[src/rtl/pfm_consts.svh]
`ifndef PFM_CONSTS_SVH
`define PFM_CONSTS_SVH

// register indices; the byte address on the bus is four times the index
`define PFM_IDX_PORT0        16'h4420
`define PFM_IDX_PORT1_LOW    16'h4422
`define PFM_IDX_PORT1_HIGH   16'h4423
`define PFM_IDX_PORT2_HIGH   16'h4425
`define PFM_IDX_PORT3_LOW    16'h4426
`define PFM_IDX_PORT3_HIGH   16'h4427
`define PFM_IDX_PORT4_LOW    16'h4428
`define PFM_IDX_PORT4_BIT4   16'h4429
`define PFM_IDX_PORT5        16'h442a

// sizes
`define PFM_NUM_REGS         9
`define PFM_FIELDS_PER_REG   4
`define PFM_FIELD_W          2
`define PFM_NUM_FN           4
`define PFM_NUM_SLOTS        36

// reset value of every select register (all fields at function 0)
`define PFM_REG_RESET        8'h00
`define PFM_FIELD_FN0        2'h0

// per register, 4 bits per field: bit f set when function f exists on that pin
`define PFM_AVAIL_PORT0      16'h3333
`define PFM_AVAIL_PORT1_LOW  16'hf333
`define PFM_AVAIL_PORT1_HIGH 16'h1333
`define PFM_AVAIL_PORT2_HIGH 16'h5551
`define PFM_AVAIL_PORT3_LOW  16'h1ff3
`define PFM_AVAIL_PORT3_HIGH 16'h3331
`define PFM_AVAIL_PORT4_LOW  16'hf733
`define PFM_AVAIL_PORT4_BIT4 16'h1117
`define PFM_AVAIL_PORT5      16'h3777

`endif

[src/rtl/pfm_pkg.sv]
package pfm_pkg;
  typedef logic [7:0]   pfm_reg_t;
  typedef logic [1:0]   pfm_sel_t;
  typedef logic [35:0]  pfm_pin_vec_t;
  typedef logic [143:0] pfm_fn_vec_t;
  typedef logic [17:0]  pfm_adr_t;
  typedef logic [31:0]  pfm_word_t;
  typedef logic [3:0]   pfm_byte_en_t;
  typedef enum logic [1:0]
  {
    PFM_FN0 = 2'b00,
    PFM_FN1 = 2'b01,
    PFM_FN2 = 2'b10,
    PFM_FN3 = 2'b11
  } pfm_fn_t;
endpackage

[src/rtl/pfm_top.sv]
// Our own choice: register access over Wishbone.
`timescale 1ns/1ps
`include "pfm_consts.svh"
// Functional notes
// - each pin offers one to four functions, and single-function pins get no select field.
// - reset clears every select field so each pin runs in its function 0 role.
// - field values 0 to 3 route the pin to functions 0 to 3 as listed for that pin.
// - every select register is 8 bits wide and holds up to four 2-bit fields.
// - the port 0 register holds bit n's field at bits 2n+1:2n, 1 for analog input n, 0 for port.
// - port 0 fields are read/write, reset to 0, with codes 10 and 11 reserved.
// - the port 1 low register selects serial channel 0 pins and slave selects on bits 7:6.
// - the port 1 high register routes bits 4 to 6 to serial channel 1 data in, out and clock.
// - the port 2 high register uses value 2 for i2c target bus-free request, data and clock.
// - the port 3 low register selects timer output, bus-free/inverted timer/trigger, watchdog/clock.
// - the port 3 high register keeps debug roles at 0 and gives port 3 bits 5 to 7 at 1.
// - the port 4 low register selects uart, i2c target data, event counter, remote and pwm input.
// - the port 4 bit 4 register selects i2c target clock at 1 or remote transmit at 2.
// - the port 5 register selects i2c controller, remote, event counter and inverted timer.
module pfm_top
  import pfm_pkg::*;
(
  input  wire logic                  clk_i,      // system clock, 125 MHz
  input  wire logic                  rst_i,      // synchronous reset, active high
  input  wire logic                  wb_cyc_i,   // wishbone cycle
  input  wire logic                  wb_stb_i,   // wishbone strobe
  input  wire logic                  wb_we_i,    // wishbone write enable
  input  wire pfm_pkg::pfm_adr_t     wb_adr_i,   // wishbone byte address
  input  wire pfm_pkg::pfm_byte_en_t wb_sel_i,   // wishbone byte lanes
  input  wire pfm_pkg::pfm_word_t    wb_dat_i,   // wishbone write data
  output logic [31:0]                wb_dat_o,   // wishbone read data
  output logic                       wb_ack_o,   // wishbone acknowledge
  input  wire pfm_pkg::pfm_fn_vec_t  fn_out_i,   // per slot and function: drive level
  input  wire pfm_pkg::pfm_fn_vec_t  fn_oe_n_i,  // per slot and function: drive enable, low
  input  wire pfm_pkg::pfm_pin_vec_t pad_in_i,   // per slot: level seen on the pad
  output logic [35:0]                pad_out_o,  // per slot: level driven to the pad
  output logic [35:0]                pad_oe_n_o, // per slot: pad output enable, low
  output logic [143:0]               fn_in_o     // per slot and function: pad level routed in
);
  import pfm_pkg::*;

  pfm_reg_t    sel_q [`PFM_NUM_REGS];
  logic        ack_q;
  pfm_word_t   rdat_q;
  pfm_pin_vec_t  pad_out_q;
  pfm_pin_vec_t  pad_oe_n_q;
  pfm_fn_vec_t   fn_in_q;

  // register index from word address; 4'hf when unmapped
  function automatic logic [3:0] reg_index(input logic [15:0] idx);
    case (idx)
      `PFM_IDX_PORT0:      reg_index = 4'h0;
      `PFM_IDX_PORT1_LOW:  reg_index = 4'h1;
      `PFM_IDX_PORT1_HIGH: reg_index = 4'h2;
      `PFM_IDX_PORT2_HIGH: reg_index = 4'h3;
      `PFM_IDX_PORT3_LOW:  reg_index = 4'h4;
      `PFM_IDX_PORT3_HIGH: reg_index = 4'h5;
      `PFM_IDX_PORT4_LOW:  reg_index = 4'h6;
      `PFM_IDX_PORT4_BIT4: reg_index = 4'h7;
      `PFM_IDX_PORT5:      reg_index = 4'h8;
      default:             reg_index = 4'hf;
    endcase
  endfunction

  // which functions exist on each field of a register
  function automatic logic [15:0] avail(input int r);
    case (r)
      0:       avail = `PFM_AVAIL_PORT0;
      1:       avail = `PFM_AVAIL_PORT1_LOW;
      2:       avail = `PFM_AVAIL_PORT1_HIGH;
      3:       avail = `PFM_AVAIL_PORT2_HIGH;
      4:       avail = `PFM_AVAIL_PORT3_LOW;
      5:       avail = `PFM_AVAIL_PORT3_HIGH;
      6:       avail = `PFM_AVAIL_PORT4_LOW;
      7:       avail = `PFM_AVAIL_PORT4_BIT4;
      8:       avail = `PFM_AVAIL_PORT5;
      default: avail = 16'h1111;
    endcase
  endfunction

  // fields without any function beyond 0 are reserved bits: not stored, read as 0
  function automatic pfm_reg_t field_mask(input logic [15:0] av);
    pfm_reg_t m;
    m = 8'h00;
    for (int j = 0; j < `PFM_FIELDS_PER_REG; j++)
    begin
      if (av[4*j+1 +: 3] != 3'h0)
      begin
        m[2*j +: 2] = 2'h3;
      end
    end
    field_mask = m;
  endfunction

  // a code naming no function on this pin falls back to function 0
  function automatic pfm_sel_t effective_sel(input pfm_sel_t code, input logic [3:0] av);
    effective_sel = av[code] ? code : `PFM_FIELD_FN0;
  endfunction

  wire logic [3:0] hit_idx  = reg_index(wb_adr_i[17:2]);
  wire logic       hit      = (hit_idx != 4'hf);
  wire logic       req      = wb_cyc_i && wb_stb_i;
  // write lands on the edge where the master sees ack, matching the classic handshake
  wire logic       wr_fire  = req && ack_q && wb_we_i && wb_sel_i[0] && hit;

  // wishbone slave: one wait state, unmapped addresses ack with zero data
  always_ff @(posedge clk_i)
  begin
    if (rst_i)
    begin
      ack_q  <= 1'b0;
      rdat_q <= 32'h0000_0000;
    end
    else
    begin
      ack_q  <= req && !ack_q;
      rdat_q <= (req && !ack_q && hit) ? {24'h00_0000, sel_q[hit_idx[3:0]]} : 32'h0000_0000;
    end
  end

  genvar r;
  genvar j;
  generate
    for (r = 0; r < `PFM_NUM_REGS; r++)
    begin : g_reg
      localparam logic [15:0] AV = avail(r);
      localparam pfm_reg_t    WM = field_mask(AV);
      wire logic              wr_this = wr_fire && (hit_idx == 4'(r));

      always_ff @(posedge clk_i)
      begin
        if (rst_i)
        begin
          sel_q[r] <= `PFM_REG_RESET;
        end
        else if (wr_this)
        begin
          sel_q[r] <= wb_dat_i[7:0] & WM;
        end
      end

      for (j = 0; j < `PFM_FIELDS_PER_REG; j++)
      begin : g_pin
        localparam int K = r * `PFM_FIELDS_PER_REG + j;
        wire logic [3:0] av_pin = AV[4*j +: 4];
        wire pfm_sel_t   eff    = effective_sel(sel_q[r][2*j +: 2], av_pin);

        always_ff @(posedge clk_i)
        begin
          if (rst_i)
          begin
            pad_out_q[K]  <= 1'b0;
            pad_oe_n_q[K] <= 1'b1;
          end
          else
          begin
            pad_out_q[K]  <= fn_out_i[4*K + eff];
            pad_oe_n_q[K] <= fn_oe_n_i[4*K + eff];
          end
        end

        for (genvar f = 0; f < `PFM_NUM_FN; f++)
        begin : g_fn
          // unselected functions see a steady 0 rather than the pad
          always_ff @(posedge clk_i)
          begin
            if (rst_i)
            begin
              fn_in_q[4*K + f] <= 1'b0;
            end
            else
            begin
              fn_in_q[4*K + f] <= (eff == 2'(f)) ? pad_in_i[K] : 1'b0;
            end
          end
        end
      end
    end
  endgenerate

  assign wb_ack_o   = ack_q;
  assign wb_dat_o   = rdat_q;
  assign pad_out_o  = pad_out_q;
  assign pad_oe_n_o = pad_oe_n_q;
  assign fn_in_o    = fn_in_q;

endmodule // pfm_top

[config.mk]
export PLATFORM = sky130hd
export DESIGN_NAME = pfm_top
export DESIGN_NICKNAME = d
export VERILOG_FILES = /design/src/rtl/pfm_pkg.sv /design/src/rtl/pfm_top.sv
export VERILOG_INCLUDE_DIRS = /design/src /design/src/rtl
export SDC_FILE = /design/constraint.sdc
export NUM_CORES = 1
export LEC_CHECK = 0
export BUFFER_PORTS_ARGS = -buffer_cell sky130_fd_sc_hd__buf_2
export CORE_AREA = 2 2 249 251
export CTS_CLUSTER_SIZE = 25
export DETAILED_ROUTE_END_ITERATION = 8
export DIE_AREA = 0 0 251 253
export MAX_ROUTING_LAYER = met4
export PLACE_DENSITY = 0.38
export SLEW_MARGIN = 20
export SYNTH_ARGS = -nofsm -noshare
export SYNTH_HDL_FRONTEND = slang
export SYNTH_SLANG_ARGS = --single-unit
[constraint.sdc]
create_clock -name clk_i -period 3.56 [get_ports clk_i]
set_input_delay 0.534 -clock clk_i [delete_from_list [all_inputs] [get_ports clk_i]]
set_output_delay 0.534 -clock clk_i [all_outputs]
set_load 0.02 [all_outputs]
-- Yosys cells after proc, flatten, opt, wreduce, memory -nomap -nowiden
Memory sizes are Yosys's and may differ from the RTL's. A register that Yosys moved wholly into a read port is not among the register bits.
Cells that the tools add are included.
- register bits: 241
- input port bits: 383
- memories kept: 1
- bits in writable memories: 72
- output and inout bits: 249
- memory list (name ; depth ; bits a word ; read ports ; clocked after Yosys merged registers in ; write ports ; line ; RTL):
    sel_q ; 9 ; 8 ; 10 ; 1 ; 9 ; pfm_top.sv:41 ; pfm_reg_t sel_q [`PFM_NUM_REGS];
- add/subtract/negate cells: 35
- order comparisons: 72
- mux-type cells: 291
- eq/ne operators: 126
- reductions and logical operators: 199
- bitwise gates (word level): 154
- operators with widths (kind ; number):
    1-bit binary-select mux with 8-bit select ; 70
    2-bit OR reduction ; 145
    1-bit NOT ; 145
    16-bit by 15-bit == test with 1-bit output (second input constant) ; 9
    2-bit == test (second input constant) ; 72
    8-bit by 9-bit less-than comparator with 1-bit output (second input constant) ; 16
    1-bit two-way mux ; 137
    7-bit by 2-bit adder with 8-bit output (first input constant) ; 16
    2-bit by 3-bit less-than comparator with 1-bit output (second input constant) ; 36
    1-bit binary-select mux with 2-bit select ; 38
    2-bit by 1-bit == test with 1-bit output (second input constant) ; 36
    2-bit zero test ; 36
    7-bit by 9-bit less-than comparator with 1-bit output (second input constant) ; 8
    2-bit two-way mux ; 36
    8-bit two-way mux ; 9
    6-bit by 2-bit adder with 7-bit output (first input constant) ; 8
    8-bit by 2-bit adder with 9-bit output (first input constant) ; 4
    6-bit by 9-bit less-than comparator with 1-bit output (second input constant) ; 4
    9-bit less-than comparator (second input constant) ; 4
    4-bit case mux with 9 select lines ; 1
    5-bit by 2-bit adder with 6-bit output (first input constant) ; 4
    5-bit by 9-bit less-than comparator with 1-bit output (second input constant) ; 2
    4-bit by 3-bit == test with 1-bit output (second input constant) ; 4
    1-bit logical AND ; 16
    11 further kinds ; 21

-- Longest topological paths before layout
- depth in word-level cells: 10
- mapped depth: 7
- gate-level depth less buffers: 5

-- Worst setup path before layout
OpenSTA, ideal clock, no wires.
- path kind: input to register
- start: input port wb_adr_i[13]
- end: memory sel_q[0][0] (netlist name) (enable)
- data arrival time: 1.915 ns
- setup time: 0.375 ns
- required time: 3.185 ns
- path slack: 1.271 ns
- stages: 4
- cells stage by stage: nor4b_4 nand3_1 or2_1 o21bai_1
- RTL lines (what ; line ; RTL):
    from (decl) ; pfm_top.sv:27 ; input wire pfm_pkg::pfm_adr_t wb_adr_i,
    to (decl) ; pfm_top.sv:41 ;

==> flow_summary_export.csv <==
group,metric,value,unit
status,status,"finished clean",
sta,tightest_slew,0.810,ns
placement,gp_congestion,0.773,
clock_tree,clock_sinks,228,
clock_tree,cts_resized,0,
drt,avgViaCountPerCell,3.54,
sta,clock_skew,0.0210,ns
synthesis,synth_xor_xnor_area_share,0.187,%
floorplan,num_rows,91,
setup_path,r2r_start,"wb_ack_o",
hold_path,hp-class,"in2reg",
synthesis,yosysUniqueCellTypes,58,
synthesis,synthArstFlopShare,0,%
grt,grt_max_degree,54,
sta,rsz0062_at_grt,"false",
placement,placed_area,12000,µm²
synthesis,synthAdderAreaFrac,1.34,%
setup_path,required,3.76,ns
floorplan,die_x,251,µm
setup_path,critPathLaunch,"wb_adr_i[15]",
setup_path,startpoint_type,"primary input",
power_and_ir_drop,leakagePower,5.96,nW
synthesis,syn-instance-count,802,
synthesis,synth_flop_cell,"dfxtp_1",
drt,postRouteAntennaNets,0,
grt,antenna_found_initial,9,
drt,wl,33.1,mm
synthesis,synth_compound_area_share,5.09,%
hold_path,hold_path.startpoint,"fn_oe_n_i[76]",
synthesis,synth_top_family_by_area,"simple AND/OR/NAND/NOR gates",
synthesis,synth_area,9340,µm²
finish,ff_latch_area,5140,µm²
finish,layout.nets,1618,
floorplan,io_pins,632,
sta,hold_viol,0,
finish,fill_cells,6720,
drt,wl_per_cell,16.2,µm
clock_tree,clk_latency,0.58,ns
floorplan,core_area,61000,µm²
setup_path,crit_arrival,2.60,ns
drt,vias,7230,
setup_path,path_max_fanout,14,
clock_tree,cts-root-buf,"clkbuf_16",
power_and_ir_drop,total_power,6.66,mW
synthesis,ys_seq_area_share,55.1,%
sta,slew_headroom,45.9,%
setup_path,crit_type,"in2reg",
grt,grt_pass1_vias,7243,
synthesis,yosysWarnings,0,
finish,drive_gt1_share,41.6,%
clock_tree,worst_setup_hold_path_clk_slew,0.06,ns
power_and_ir_drop,vdd_drop_max,307,µV
synthesis,synth-edff-count,58,
placement,hpwl,26.0,mm
drt,drc_errors,0,
synthesis,yosys.area.top_type,"dfxtp_1",
clock_tree,cts_buffers,30,
floorplan,die_h,253,µm
drt,first_iter_violations,295,
setup_path,cpPeakStageDelay,0.57,ns
sta,fmaxAchievable,418,MHz
finish,fin_area,13100,µm²
drt,drt-pass1-iter-count,6,
clock_tree,htreeDepth,1,
finish,area_growth,40.4,%
clock_tree,cts_tree,"yes",
clock_tree,cts_setup_buffers,0,
finish,final_util,21.5,%
finish,multiInputGateArea,3740,µm²
placement,pre_cts_slack,0.524,ns
sta,period_minus_slack,2.39,ns
placement,port_buffers,401,
synthesis,synth_top_area_share,36.4,%
synthesis,avgSynthCellArea,11.7,µm²
floorplan,dieArea,63500,µm²
synthesis,yosys.area_share.simple,23.4,%
sta,setup_tns,0,ns
synthesis,synthMuxAreaShare,6.63,%
floorplan,start_util,15.3,%
sta,fin_ws,1.17,ns
grt,grt_pass1_wl,46.3,mm
setup_path,cp_slowest_cell,"o21bai_1",
clock_tree,clock_path_buffers,3,
setup_path,end_kind,"flip-flop",
sta,period_share,67.2,%
sta,setup_viol,0,
job,cap_violations,0,
setup_path,crit_chain,"buf_2 > nor4b_4 > buf_4 > and3_1 > nand3_2 > o21bai_1",
power_and_ir_drop,power_density,507,nW/µm²
synthesis,synth-seq-cells,228,
grt,grt.total_usage,10.2,%
synthesis,synthTopCellsByArea,"dfxtp_1, edfxtp_1, buf_4",
clock_tree,cts_hold_buffers,0,
grt,grt_overflow,0,
sta,drv_slew,0,
[final cells by class]
| cell class | count | area share, % |
|---|---|---|
| Clock buffer | 40 | 6.65 |
| Timing Repair Buffer | 414 | 16.1 |
| Tap cell | 790 | 7.53 |
| Clock inverter | 16 | 1.39 |
| Inverter | 17 | 0.486 |
| Multi-Input combinational cell | 534 | 28.5 |
| Sequential cell | 228 | 39.2 |
| Antenna cell | 6 | 0.114 |
[power breakdown]
part           switching [mW]  internal, mW
combinational           0.410         0.261
sequential             0.0458          2.76
clock                    1.24          1.94
[metal layers]
layer | track usage, % | vias to the layer above | part of all wire, %
met4 | 3.15 | 0 | 2.1
met3 | 2.74 | 39 | 8.3
met5 | - | - | 0
met1 | 11.9 | 3366 | 42
met2 | 16.9 | 324 | 48
li1 | - | 3501 | -
[registers in the layout, indices dropped and copies added, names as in the netlist]
register,flops
pad_out_o,36
sel_q,58
pad_oe_n_o,36
fn_in_o,89
wb_dat_o,8
wb_ack_o,1
[critical path: cells and delay by family]
family                 cells  cell delay (ns)
AO/OA/AOI/OAI              1             0.57
AND/OR/NAND/NOR            3             1.15
buffers and inverters      2             0.34
[cells in the mapped netlist (16+ instances only)]
cell type and n:
dfxtp_1 170, edfxtp_1 58, and3b_1 17, mux2i_1 20, or2_2 16, nand3_1 18
and3_1 16, buf_4 80, inv_1 17, nor2b_1 70, and2_1 77, nor3b_1 24
mux4_2 18, nor2_1 37, a211o_1 20, clkbuf_1 18
[kinds of logic (layout without fill, tap and decap cells)]
logic type | after synthesis | in the layout
simple gates | 336 | 336
flops | 228 | 228
buf+inv | 124 | 487
compound gates | 62 | 62
mux | 39 | 39
fa+ha+maj | 10 | 10
xor+xnor | 2 | 2
other cells | 1 | 91
[layout by cell type (no fill, tap or decap), drive strengths merged, types with 2 or more instances in the layout]
cell type,count
and3,16
mux2i,21
nand2b,2
clkinv,11
nor4bb,4
nor4b,10
a22oi,2
or2,17
and4bb,3
nand3,19
o21bai,6
inv,19
and3b,17
nand2,14
a21o,4
buf,414
o31ai,4
nor3,12
nor4,4
mux4,18
conb,85
or3,3
a211o,20
a31oi,8
diode,6
and2,77
ha,10
nor2,37
o21ai,4
dfxtp,170
a21oi,5
nor2b,70
edfxtp,58
nor3b,25
bufinv,3
a222oi,4
and4b,2
clkbuf,40
[worst paths after layout]
| kind | end | slack [ns] | cells past startpoint |
|---|---|---|---|
| min reg2reg | fn_in_o[93] | 0.51 | 1 |
| max | sel_q[4][2] | 1.17 | 6 |
| max reg2reg | sel_q[4][2] | 1.33 | 4 |
| min | pad_oe_n_o[19] | 0.13 | 2 |
[stage by stage]
step                      cells  hold slack, ns
final                      2045           0.133
after global routing       2045           0.104
after CTS                  2039          0.0839
after detailed placement   1983           0.539
after global placement     1983           0.537
after floorplan             886           0.435
Power figures use the tool's default switching activity.
